--- config.mk ---
export PLATFORM = sky130hd
export DESIGN_NAME = lsc_regs
export DESIGN_NICKNAME = d
export VERILOG_FILES = /design/src/core/lsc_pkg.sv /design/src/core/lsc_regs.sv
export VERILOG_INCLUDE_DIRS = /design/src /design/src/core
export SDC_FILE = /design/constraint.sdc
export NUM_CORES = 1
export LEC_CHECK = 0
export ABC_CLOCK_PERIOD_IN_PS = 2050
export BUFFER_PORTS_ARGS = -buffer_cell sky130_fd_sc_hd__clkbuf_2
export CELL_PAD_IN_SITES_DETAIL_PLACEMENT = 1
export CELL_PAD_IN_SITES_GLOBAL_PLACEMENT = 1
export CORE_MARGIN = 1.5
export CORE_UTILIZATION = 38
export CTS_CLUSTER_DIAMETER = 40
export DETAILED_ROUTE_END_ITERATION = 6
export PLACE_DENSITY = 0.87
export SLEW_MARGIN = 20
export SYNTH_ARGS = -nofsm -noshare
export SYNTH_HDL_FRONTEND = slang
export SYNTH_SLANG_ARGS = --single-unit
--- constraint.sdc ---
create_clock -name clk -period 2.05 [get_ports clk]
set_input_delay 0.1025 -clock clk [delete_from_list [all_inputs] [get_ports clk]]
set_output_delay 0.1025 -clock clk [all_outputs]
set_load 0.02 [all_outputs]
--- src/core/lsc_consts.svh ---
`ifndef LSC_CONSTS_SVH
`define LSC_CONSTS_SVH
// ****************************************
// Register offsets
// ****************************************
`define LSC_OFS_APC_FINE 8'h85
`define LSC_OFS_MOD_RANGE 8'h86
`define LSC_OFS_CTRL_ONE 8'h87
`define LSC_OFS_PWR_HI 8'h88
`define LSC_OFS_PWR_LO 8'h89
`define LSC_OFS_BIAS_HI 8'h8a
`define LSC_OFS_CTRL_TWO 8'h8b
`define LSC_OFS_INDEX 8'hb0
// ****************************************
// Reset values
// ****************************************
`define LSC_RST_ZERO 8'h00
`define LSC_RST_ONES 8'hff
// ****************************************
// Field positions and write masks
// ****************************************
`define LSC_APC_MASK 8'h03
`define LSC_RANGE_MASK 8'h07
`define LSC_CTRL_ONE_MASK 8'hf2
`define LSC_CTRL_TWO_MASK 8'h30
`define LSC_C1_DIR 1
`define LSC_C1_LO_MASK 4
`define LSC_C1_BIAS_MASK 5
`define LSC_C1_HI_MASK 6
`define LSC_C1_POL 7
`define LSC_C2_SRC 4
`define LSC_C2_SUPPLY 5
`define LSC_APC_MSB 1
`define LSC_RANGE_MSB 2
`define LSC_FLT_HI 2
`define LSC_FLT_BIAS 1
`define LSC_FLT_LO 0
// ****************************************
// Fault and gate reset values
// ****************************************
`define LSC_FLT_RST 3'h0
`define LSC_GATE_RST 1'b1
`endif

--- src/core/lsc_pkg.sv ---
package lsc_pkg;
  typedef logic [7:0] lsc_byte_t;
  typedef enum logic [1:0] {
    LSC_IDX_HOLD = 2'b00,
    LSC_IDX_AUTO = 2'b01,
    LSC_IDX_WRITE = 2'b10
  } lsc_idx_mode_t;
endpackage

--- src/core/lsc_regs.sv ---
// Summary of operation
// - Fine power reference is bits 1:0 of its register, bit 1 MSB, drives diode.
// - Modulation range is bits 2:0 of its register, bit 2 MSB, reset zero.
// - Control one bit 1 set makes monitor diode pin source, else sink.
// - Control one bit 4 masks power-low fault.
// - Control one bit 5 masks high-bias fault.
// - Control one bit 6 masks power-high fault.
// - Control one bit 7 picks disable gate asserted level, one means high.
// - Power above high threshold, reset all ones, raises power-high fault.
// - Power below low threshold, reset zero, raises power-low fault.
// - Bias above bias threshold, reset all ones, raises high-bias fault.
// - Control two bit 4 picks aux monitor two as index source, else temperature.
// - Control two bit 5 lets supply channel refresh each monitor pass.
// - Index pointer updates automatically and is writable under enable bits; reads need no enable.
`timescale 1ns/1ps
`default_nettype none
`include "lsc_consts.svh"
module lsc_regs (
  input wire logic clk, // 125 MHz clock
  input wire logic sys_rst, // Synchronous reset, active high
  input wire logic reg_wr, // Register write strobe from serial port
  input wire logic reg_rd, // Register read strobe from serial port
  input wire lsc_pkg::lsc_byte_t reg_addr, // Register address
  input wire lsc_pkg::lsc_byte_t reg_wdata, // Write data
  output lsc_pkg::lsc_byte_t reg_rdata, // Read data, registered
  input wire lsc_pkg::lsc_byte_t tx_power_meas, // Transmit power measurement
  input wire lsc_pkg::lsc_byte_t bias_meas, // Bias measurement
  input wire lsc_pkg::lsc_byte_t temp_meas, // Internal temperature index
  input wire lsc_pkg::lsc_byte_t aux_monitor_two, // Second auxiliary monitor
  input wire logic monitor_pass, // One pulse per monitor loop pass
  input wire lsc_pkg::lsc_byte_t supply_meas, // Supply voltage conversion
  input wire logic table_index_write_en, // Allows serial writes of the index
  input wire logic table_index_auto_en, // Allows automatic index update
  output lsc_pkg::lsc_byte_t supply_voltage_channel, // Supply channel result
  output lsc_pkg::lsc_byte_t table_index, // Lookup index pointer
  output logic [1:0] apc_fine_ref, // Fine power reference to diode loop
  output logic [2:0] modulation_set_output, // Modulation current range
  output logic diode_current_direction, // One sources, zero sinks
  output logic index_source_select, // One: aux monitor two
  output logic [2:0] quick_trip, // Unmasked faults: hi, bias, lo
  output logic laser_disable_gate // Laser disable, polarity programmable
);
  import lsc_pkg::*;

  // ****************************************
  // Configuration registers
  // ****************************************
  lsc_byte_t apc_fine_ff, nxt_apc_fine;
  lsc_byte_t range_ff, nxt_range;
  lsc_byte_t ctrl_one_ff, nxt_ctrl_one;
  lsc_byte_t pwr_hi_ff, nxt_pwr_hi;
  lsc_byte_t pwr_lo_ff, nxt_pwr_lo;
  lsc_byte_t bias_hi_ff, nxt_bias_hi;
  lsc_byte_t ctrl_two_ff, nxt_ctrl_two;
  lsc_byte_t rdata_ff, nxt_rdata;

  always_comb begin
    nxt_apc_fine = apc_fine_ff;
    nxt_range = range_ff;
    nxt_ctrl_one = ctrl_one_ff;
    nxt_pwr_hi = pwr_hi_ff;
    nxt_pwr_lo = pwr_lo_ff;
    nxt_bias_hi = bias_hi_ff;
    nxt_ctrl_two = ctrl_two_ff;
    // Reserved bits are cut on the way in, so reads need no mask of their own
    if (reg_wr) begin
      case (reg_addr)
        `LSC_OFS_APC_FINE: nxt_apc_fine = reg_wdata & `LSC_APC_MASK;
        `LSC_OFS_MOD_RANGE: nxt_range = reg_wdata & `LSC_RANGE_MASK;
        `LSC_OFS_CTRL_ONE: nxt_ctrl_one = reg_wdata & `LSC_CTRL_ONE_MASK;
        `LSC_OFS_PWR_HI: nxt_pwr_hi = reg_wdata;
        `LSC_OFS_PWR_LO: nxt_pwr_lo = reg_wdata;
        `LSC_OFS_BIAS_HI: nxt_bias_hi = reg_wdata;
        `LSC_OFS_CTRL_TWO: nxt_ctrl_two = reg_wdata & `LSC_CTRL_TWO_MASK;
        default: ;
      endcase
    end
  end

  always_ff @(posedge clk) begin
    if (sys_rst) begin
      apc_fine_ff <= `LSC_RST_ZERO;
      range_ff <= `LSC_RST_ZERO;
      ctrl_one_ff <= `LSC_RST_ZERO;
      pwr_hi_ff <= `LSC_RST_ONES;
      pwr_lo_ff <= `LSC_RST_ZERO;
      bias_hi_ff <= `LSC_RST_ONES;
      ctrl_two_ff <= `LSC_RST_ZERO;
    end else begin
      apc_fine_ff <= nxt_apc_fine;
      range_ff <= nxt_range;
      ctrl_one_ff <= nxt_ctrl_one;
      pwr_hi_ff <= nxt_pwr_hi;
      pwr_lo_ff <= nxt_pwr_lo;
      bias_hi_ff <= nxt_bias_hi;
      ctrl_two_ff <= nxt_ctrl_two;
    end
  end

  // A field written on one edge shows at the pins from the next
  chk_apc_write: assert property (@(posedge clk) disable iff (sys_rst)
    (reg_wr && reg_addr == `LSC_OFS_APC_FINE)
      |=> apc_fine_ref == $past(reg_wdata[`LSC_APC_MSB:0]))
    else $error("fine reference write lost");
  chk_dir_write: assert property (@(posedge clk) disable iff (sys_rst)
    (reg_wr && reg_addr == `LSC_OFS_CTRL_ONE)
      |=> diode_current_direction == $past(reg_wdata[`LSC_C1_DIR]))
    else $error("diode direction write lost");
  chk_src_write: assert property (@(posedge clk) disable iff (sys_rst)
    (reg_wr && reg_addr == `LSC_OFS_CTRL_TWO)
      |=> index_source_select == $past(reg_wdata[`LSC_C2_SRC]))
    else $error("index source write lost");
  chk_hi_thresh_write: assert property (@(posedge clk) disable iff (sys_rst)
    (reg_wr && reg_addr == `LSC_OFS_PWR_HI) |=> pwr_hi_ff == $past(reg_wdata))
    else $error("power-high threshold write lost");
  chk_lo_thresh_write: assert property (@(posedge clk) disable iff (sys_rst)
    (reg_wr && reg_addr == `LSC_OFS_PWR_LO) |=> pwr_lo_ff == $past(reg_wdata))
    else $error("power-low threshold write lost");
  chk_bias_thresh_write: assert property (@(posedge clk) disable iff (sys_rst)
    (reg_wr && reg_addr == `LSC_OFS_BIAS_HI) |=> bias_hi_ff == $past(reg_wdata))
    else $error("bias threshold write lost");
  chk_field_reserved: assert property (@(posedge clk) disable iff (sys_rst)
    ((apc_fine_ff & ~`LSC_APC_MASK) == `LSC_RST_ZERO)
      && ((range_ff & ~`LSC_RANGE_MASK) == `LSC_RST_ZERO))
    else $error("reserved field bit set");

  // ****************************************
  // Lookup index pointer and supply channel
  // ****************************************
  lsc_byte_t index_ff, nxt_index;
  lsc_byte_t supply_ff, nxt_supply;
  lsc_idx_mode_t idx_mode;

  always_comb begin
    // A serial write wins over the automatic update in the same cycle
    if (reg_wr && reg_addr == `LSC_OFS_INDEX && table_index_write_en) begin
      idx_mode = LSC_IDX_WRITE;
    end else if (table_index_auto_en) begin
      idx_mode = LSC_IDX_AUTO;
    end else begin
      idx_mode = LSC_IDX_HOLD;
    end
    case (idx_mode)
      LSC_IDX_WRITE: nxt_index = reg_wdata;
      LSC_IDX_AUTO: nxt_index = ctrl_two_ff[`LSC_C2_SRC] ? aux_monitor_two : temp_meas;
      default: nxt_index = index_ff;
    endcase
    nxt_supply = supply_ff;
    if (monitor_pass && ctrl_two_ff[`LSC_C2_SUPPLY]) begin
      nxt_supply = supply_meas;
    end
  end

  always_ff @(posedge clk) begin
    if (sys_rst) begin
      index_ff <= `LSC_RST_ZERO;
      supply_ff <= `LSC_RST_ZERO;
    end else begin
      index_ff <= nxt_index;
      supply_ff <= nxt_supply;
    end
  end

  // Write priority matters: the automatic update would otherwise hide a serial write
  chk_index_write: assert property (@(posedge clk) disable iff (sys_rst)
    (reg_wr && reg_addr == `LSC_OFS_INDEX && table_index_write_en)
      |=> table_index == $past(reg_wdata))
    else $error("index write lost");
  chk_index_hold: assert property (@(posedge clk) disable iff (sys_rst)
    (!table_index_auto_en && !(reg_wr && reg_addr == `LSC_OFS_INDEX && table_index_write_en))
      |=> $stable(table_index))
    else $error("index moved while idle");
  chk_index_temp: assert property (@(posedge clk) disable iff (sys_rst)
    (table_index_auto_en && !reg_wr && !ctrl_two_ff[`LSC_C2_SRC])
      |=> table_index == $past(temp_meas))
    else $error("index not from temperature");
  chk_supply_load: assert property (@(posedge clk) disable iff (sys_rst)
    (monitor_pass && ctrl_two_ff[`LSC_C2_SUPPLY])
      |=> supply_voltage_channel == $past(supply_meas))
    else $error("supply channel not refreshed");

  // ****************************************
  // Quick-trip faults and disable gate
  // ****************************************
  logic [2:0] fault_ff, nxt_fault;
  logic gate_ff, nxt_gate;

  always_comb begin
    nxt_fault[`LSC_FLT_HI] = (tx_power_meas > pwr_hi_ff) && !ctrl_one_ff[`LSC_C1_HI_MASK];
    nxt_fault[`LSC_FLT_BIAS] = (bias_meas > bias_hi_ff) && !ctrl_one_ff[`LSC_C1_BIAS_MASK];
    nxt_fault[`LSC_FLT_LO] = (tx_power_meas < pwr_lo_ff) && !ctrl_one_ff[`LSC_C1_LO_MASK];
    // Gate level is the asserted level when any fault is live, else its inverse
    nxt_gate = (|nxt_fault) ~^ ctrl_one_ff[`LSC_C1_POL];
  end

  always_ff @(posedge clk) begin
    if (sys_rst) begin
      fault_ff <= `LSC_FLT_RST;
      // Polarity resets to zero, so the deasserted level out of reset is high
      gate_ff <= `LSC_GATE_RST;
    end else begin
      fault_ff <= nxt_fault;
      gate_ff <= nxt_gate;
    end
  end

  // Strict compares: a reading equal to a threshold must leave the fault clear
  chk_hi_trip_clear: assert property (@(posedge clk) disable iff (sys_rst)
    !(tx_power_meas > pwr_hi_ff) |=> !quick_trip[`LSC_FLT_HI])
    else $error("power-high fault without cause");
  chk_lo_trip_clear: assert property (@(posedge clk) disable iff (sys_rst)
    !(tx_power_meas < pwr_lo_ff) |=> !quick_trip[`LSC_FLT_LO])
    else $error("power-low fault without cause");
  chk_bias_trip_clear: assert property (@(posedge clk) disable iff (sys_rst)
    !(bias_meas > bias_hi_ff) |=> !quick_trip[`LSC_FLT_BIAS])
    else $error("bias fault without cause");

  // ****************************************
  // Read path
  // ****************************************
  always_comb begin
    // The last read value stands until the next read; unmapped offsets give zero
    nxt_rdata = rdata_ff;
    if (reg_rd) begin
      case (reg_addr)
        `LSC_OFS_APC_FINE: nxt_rdata = apc_fine_ff;
        `LSC_OFS_MOD_RANGE: nxt_rdata = range_ff;
        `LSC_OFS_CTRL_ONE: nxt_rdata = ctrl_one_ff;
        `LSC_OFS_PWR_HI: nxt_rdata = pwr_hi_ff;
        `LSC_OFS_PWR_LO: nxt_rdata = pwr_lo_ff;
        `LSC_OFS_BIAS_HI: nxt_rdata = bias_hi_ff;
        `LSC_OFS_CTRL_TWO: nxt_rdata = ctrl_two_ff;
        `LSC_OFS_INDEX: nxt_rdata = index_ff;
        default: nxt_rdata = `LSC_RST_ZERO;
      endcase
    end
  end

  always_ff @(posedge clk) begin
    if (sys_rst) begin
      rdata_ff <= `LSC_RST_ZERO;
    end else begin
      rdata_ff <= nxt_rdata;
    end
  end

  chk_read_index: assert property (@(posedge clk) disable iff (sys_rst)
    (reg_rd && reg_addr == `LSC_OFS_INDEX)
      |=> reg_rdata == $past(table_index))
    else $error("index read wrong");
  chk_unmapped_read: assert property (@(posedge clk) disable iff (sys_rst)
    (reg_rd && reg_addr != `LSC_OFS_INDEX
      && (reg_addr < `LSC_OFS_APC_FINE || reg_addr > `LSC_OFS_CTRL_TWO))
      |=> reg_rdata == `LSC_RST_ZERO)
    else $error("unmapped read not zero");

  assign reg_rdata = rdata_ff;
  assign table_index = index_ff;
  assign supply_voltage_channel = supply_ff;
  assign apc_fine_ref = apc_fine_ff[`LSC_APC_MSB:0];
  assign modulation_set_output = range_ff[`LSC_RANGE_MSB:0];
  assign diode_current_direction = ctrl_one_ff[`LSC_C1_DIR];
  assign index_source_select = ctrl_two_ff[`LSC_C2_SRC];
  assign quick_trip = fault_ff;
  assign laser_disable_gate = gate_ff;

  // ****************************************
  // Checks
  // ****************************************
  chk_hi_fault_mask: assert property (@(posedge clk) disable iff (sys_rst)
    ctrl_one_ff[`LSC_C1_HI_MASK] |=> !quick_trip[2])
    else $error("masked power-high fault raised");
  chk_bias_fault_mask: assert property (@(posedge clk) disable iff (sys_rst)
    ctrl_one_ff[`LSC_C1_BIAS_MASK] |=> !quick_trip[1])
    else $error("masked bias fault raised");
  chk_lo_fault_mask: assert property (@(posedge clk) disable iff (sys_rst)
    ctrl_one_ff[`LSC_C1_LO_MASK] |=> !quick_trip[0])
    else $error("masked power-low fault raised");
  chk_hi_trip_cause: assert property (@(posedge clk) disable iff (sys_rst)
    (tx_power_meas > pwr_hi_ff && !ctrl_one_ff[`LSC_C1_HI_MASK]) |=> quick_trip[2])
    else $error("power-high fault missed");
  chk_lo_trip_cause: assert property (@(posedge clk) disable iff (sys_rst)
    (tx_power_meas < pwr_lo_ff && !ctrl_one_ff[`LSC_C1_LO_MASK]) |=> quick_trip[0])
    else $error("power-low fault missed");
  chk_bias_trip_cause: assert property (@(posedge clk) disable iff (sys_rst)
    (bias_meas > bias_hi_ff && !ctrl_one_ff[`LSC_C1_BIAS_MASK]) |=> quick_trip[1])
    else $error("bias fault missed");
  chk_gate_level: assert property (@(posedge clk) disable iff (sys_rst)
    ##1 laser_disable_gate == ((|quick_trip) ~^ $past(ctrl_one_ff[`LSC_C1_POL])))
    else $error("disable gate level wrong");
  chk_reserved_zero: assert property (@(posedge clk) disable iff (sys_rst)
    (ctrl_one_ff[0] == 1'b0) && (ctrl_two_ff[3:0] == 4'h0))
    else $error("reserved control bit set");
  chk_range_write: assert property (@(posedge clk) disable iff (sys_rst)
    (reg_wr && reg_addr == `LSC_OFS_MOD_RANGE) |=> modulation_set_output == $past(reg_wdata[2:0]))
    else $error("range write lost");
  chk_supply_hold: assert property (@(posedge clk) disable iff (sys_rst)
    !ctrl_two_ff[`LSC_C2_SUPPLY] |=> $stable(supply_voltage_channel))
    else $error("supply channel updated while disabled");
  chk_index_source: assert property (@(posedge clk) disable iff (sys_rst)
    (table_index_auto_en && !reg_wr && ctrl_two_ff[`LSC_C2_SRC])
      |=> table_index == $past(aux_monitor_two))
    else $error("index not from aux monitor");
endmodule
`default_nettype wire

==> run metrics <==
row count 34; Crit-path slowest cell dfxtp_1; total die area 0.00965 mm2; GR Util All Layers 26.8%; combinational share of power 11.2%; later-pin clock latency in the skew report 0.36 ns; Fin Clk Skew 0.0106 ns; PD cells 624 mW/mm2; initial antenna violation count 0; post-layout min period 1.93 ns; max cap viols 0; worst min path class primary input to flop; setup TNS 0 ns; startpoint types flop; CP endpoint kind flop; Cell Area, Synth 0.00345 mm2; syn_area_per_cell 8.04 um2; core area 0.00876 mm2; Setup crit start pwr_lo_ff[1]; routability congestion estimate from global placement 0.880; RSZ-0062 raised after global routing false; first-pass GRT wire length 20.3 mm; fmax 518 MHz; period utilisation layout 94.2%; initial core utilization 39.3%; Initial DRC Count 176; Internal 1.95 mW; number of global-route vias before repair 4075; Required @ worst endpoint 2.31 ns; drt pass-1 iters 5; ys flop type dfxtp_1; layout net count 619; ys async rst share 0%; routed vias/inst 5.81; ant diodes 0; Synth Net Count 515; worst r2r src pwr_lo_ff[1]; Top-Level Pins 98; Buffers on Ports 97; Final setup viols 0; Routed WL 12.5 mm; Die Wd 98.2 um; Leak Pwr 1.97 nW; CP cell instances inv_1 > ha_1 > o21ai_0 > o21bai_1 > a211oi_1 > o21ai_1 > a31o_2 > a21o_1; Root Buffer clkbuf_8; CP endpoint laser_disable_gate; layout cells sized above 1 25.3%; synth-to-layout area growth 25.9%; Yosys cell types 49; WL per Instance 19.3 um; Final Hold Fails 0; Switching Share 27.9%; TritonCTS Buffers 9; Sink Count 64; largest net degree at the start of global routing 27; Yosys Warn Count 0; CTS clk-pin slew, worst paths 0.08 ns; r2r setup slk 0.12 ns; max incr delay on CP 0.38 ns; postcts setup bufs 0; R2R depth 8; Max clock buf depth 2; DIE HEIGHT 98.2 um; synthesized instance count 429; Crit Path Max Fanout 3; critical path class flop to flop; maximum vdd drop 0.309 mV; residual DRC count 0; Final ANT Viol Nets 0; Slew @ Worst Pin 0.596 ns; worst endpoint data arrival time 2.19 ns; Rel. slew slack 60.2%; H-tree depth 3; reg2reg end laser_disable_gate; total congestion overflow 0; detailed placement HPWL 8.74 mm; via count 3754; fin. max-slew vios 0; Sw Pwr 754 uW; Sequential Power Share 47.0%; Seq/Total Area, Yosys 37.2%; post-synthesis register bit count 64; CTS tree built; status complete, no violations; Post-synth EDFFs 0; Hold Startpoint supply_meas[1]; Final Util 49.5%; clock network fraction of design power 41.8%
==> cells in the mapped netlist (2+ instances only) <==
cell type,instances,area share (%)
a211o_1,16,4.1
a211oi_1,2,0.44
a21o_1,4,0.87
a21oi_1,50,7.3
a221oi_1,2,0.51
a22oi_1,4,0.87
and4_1,2,0.51
buf_1,3,0.33
buf_2,6,0.87
buf_4,2,0.44
clkbuf_1,14,1.5
dfxtp_1,64,37
ha_1,23,8.3
inv_1,32,3.5
mux2i_1,17,4.9
nand2_1,42,4.6
nand3_1,15,2.2
nand4_1,6,1.1
nor2_1,68,7.4
nor2b_1,6,1.1
nor3_1,3,0.44
o211ai_1,9,2.0
o21ai_0,10,1.5
o21ai_1,3,0.44
o2bb2ai_1,2,0.51
==> critical path: cells and delay by family (launching register included) <==
family	cells	cell delay, ns
adder cells (fa/ha/maj)	1	0.26
buffers and inverters	1	0.07
flip-flops	1	0.38
AO/OA/AOI/OAI	6	1.14
==> per-stage QoR <==
step | power (mW) | hold WS, ns | cell area [um2] | setup slack [ns] | instances
2_1_floorplan | 1.44 | 0.243 | 3450 | 0.363 | 429
3_3_place_gp | 1.57 | 0.347 | 4060 | 0.292 | 622
3_5_place_dp | 1.58 | 0.364 | 4060 | 0.181 | 622
4_1_cts | 2.72 | 0.00787 | 4340 | 0.147 | 646
5_1_grt | 2.81 | 0.0129 | 4340 | 0.0174 | 646
6_report | 2.71 | 0.0121 | 4340 | 0.119 | 646
==> cells by family after synthesis <==
kind of cell    share of synthesized area, %
fa+ha+maj                               8.35
flops                                   37.2
mux                                     5.59
buf+inv                                 6.64
simple gates                            20.7
compound gates                          21.6
==> sequential cells by signal, summed over array words and instances (netlist names), 2 cells and up <==
register and count:
bias_hi_ff 8, pwr_hi_ff 8, pwr_lo_ff 8, reg_rdata 8, supply_voltage_channel 8, table_index 8, ctrl_one_ff 5, quick_trip 3
range_ff 3, apc_fine_ff 2, ctrl_two_ff 2
==> power groups by stage <==
stage	clock, mW	combinational [mW]	sequential [mW]
after floorplan	0	0.131	1.31
after global placement	0	0.269	1.30
after detailed placement	0	0.280	1.30
after CTS	1.15	0.295	1.27
after global routing	1.21	0.328	1.27
final	1.13	0.303	1.27
==> cell type report <==
class                   count  area [um2]
flip-flops and latches     64        1280
multi-input cells         308        1940
fillers                  1086        4420
well taps                 108         135
clock buffers               9         124
repair buffers            118         663
inverters                  32         120
clock inverters             7        78.8
==> metal layers <==
metal / wire (um) / vias up / global-route usage, %
li1: - / 1715 / -
met1: 4820 / 1828 / 29.2
met2: 6280 / 156 / 48.3
met3: 756 / 55 / 7.09
met4: 599 / 0 / 12.7
met5: 0 / - / 0
==> worst min path at each step <==
stage / to / depth (start not counted)
after floorplan: table_index[0] / 2
after global placement: table_index[3] / 3
after detailed placement: supply_voltage_channel[2] / 3
after CTS: table_index[5] / 3
after global routing: table_index[4] / 3
final: supply_voltage_channel[1] / 3
==> cell usage in the layout, fill, tap and decap left out, types with 3 or more instances in the layout <==
master,instances
o21ai_0,9
nand3_1,15
o21ai_1,4
clkinvlp_4,3
clkbuf_8,9
dfxtp_1,64
inv_6,3
mux2i_1,17
a21oi_1,50
nand4_1,6
a22oi_1,4
a211o_1,16
nor3_1,3
ha_1,23
buf_4,13
dlygate4sd3_1,8
o211ai_1,9
clkbuf_2,97
nor2b_1,6
nand2_1,42
nor2_1,68
a21o_1,4
inv_1,32
==> repair_timing <==
item                                   in CTS  in global routing
endpoints found under the hold margin       8                  0
hold buffers                                8                  0
setup endpoints to repair                   0                  1
gates resized for setup                     0                  1
(Power assumes the default switching activity.)
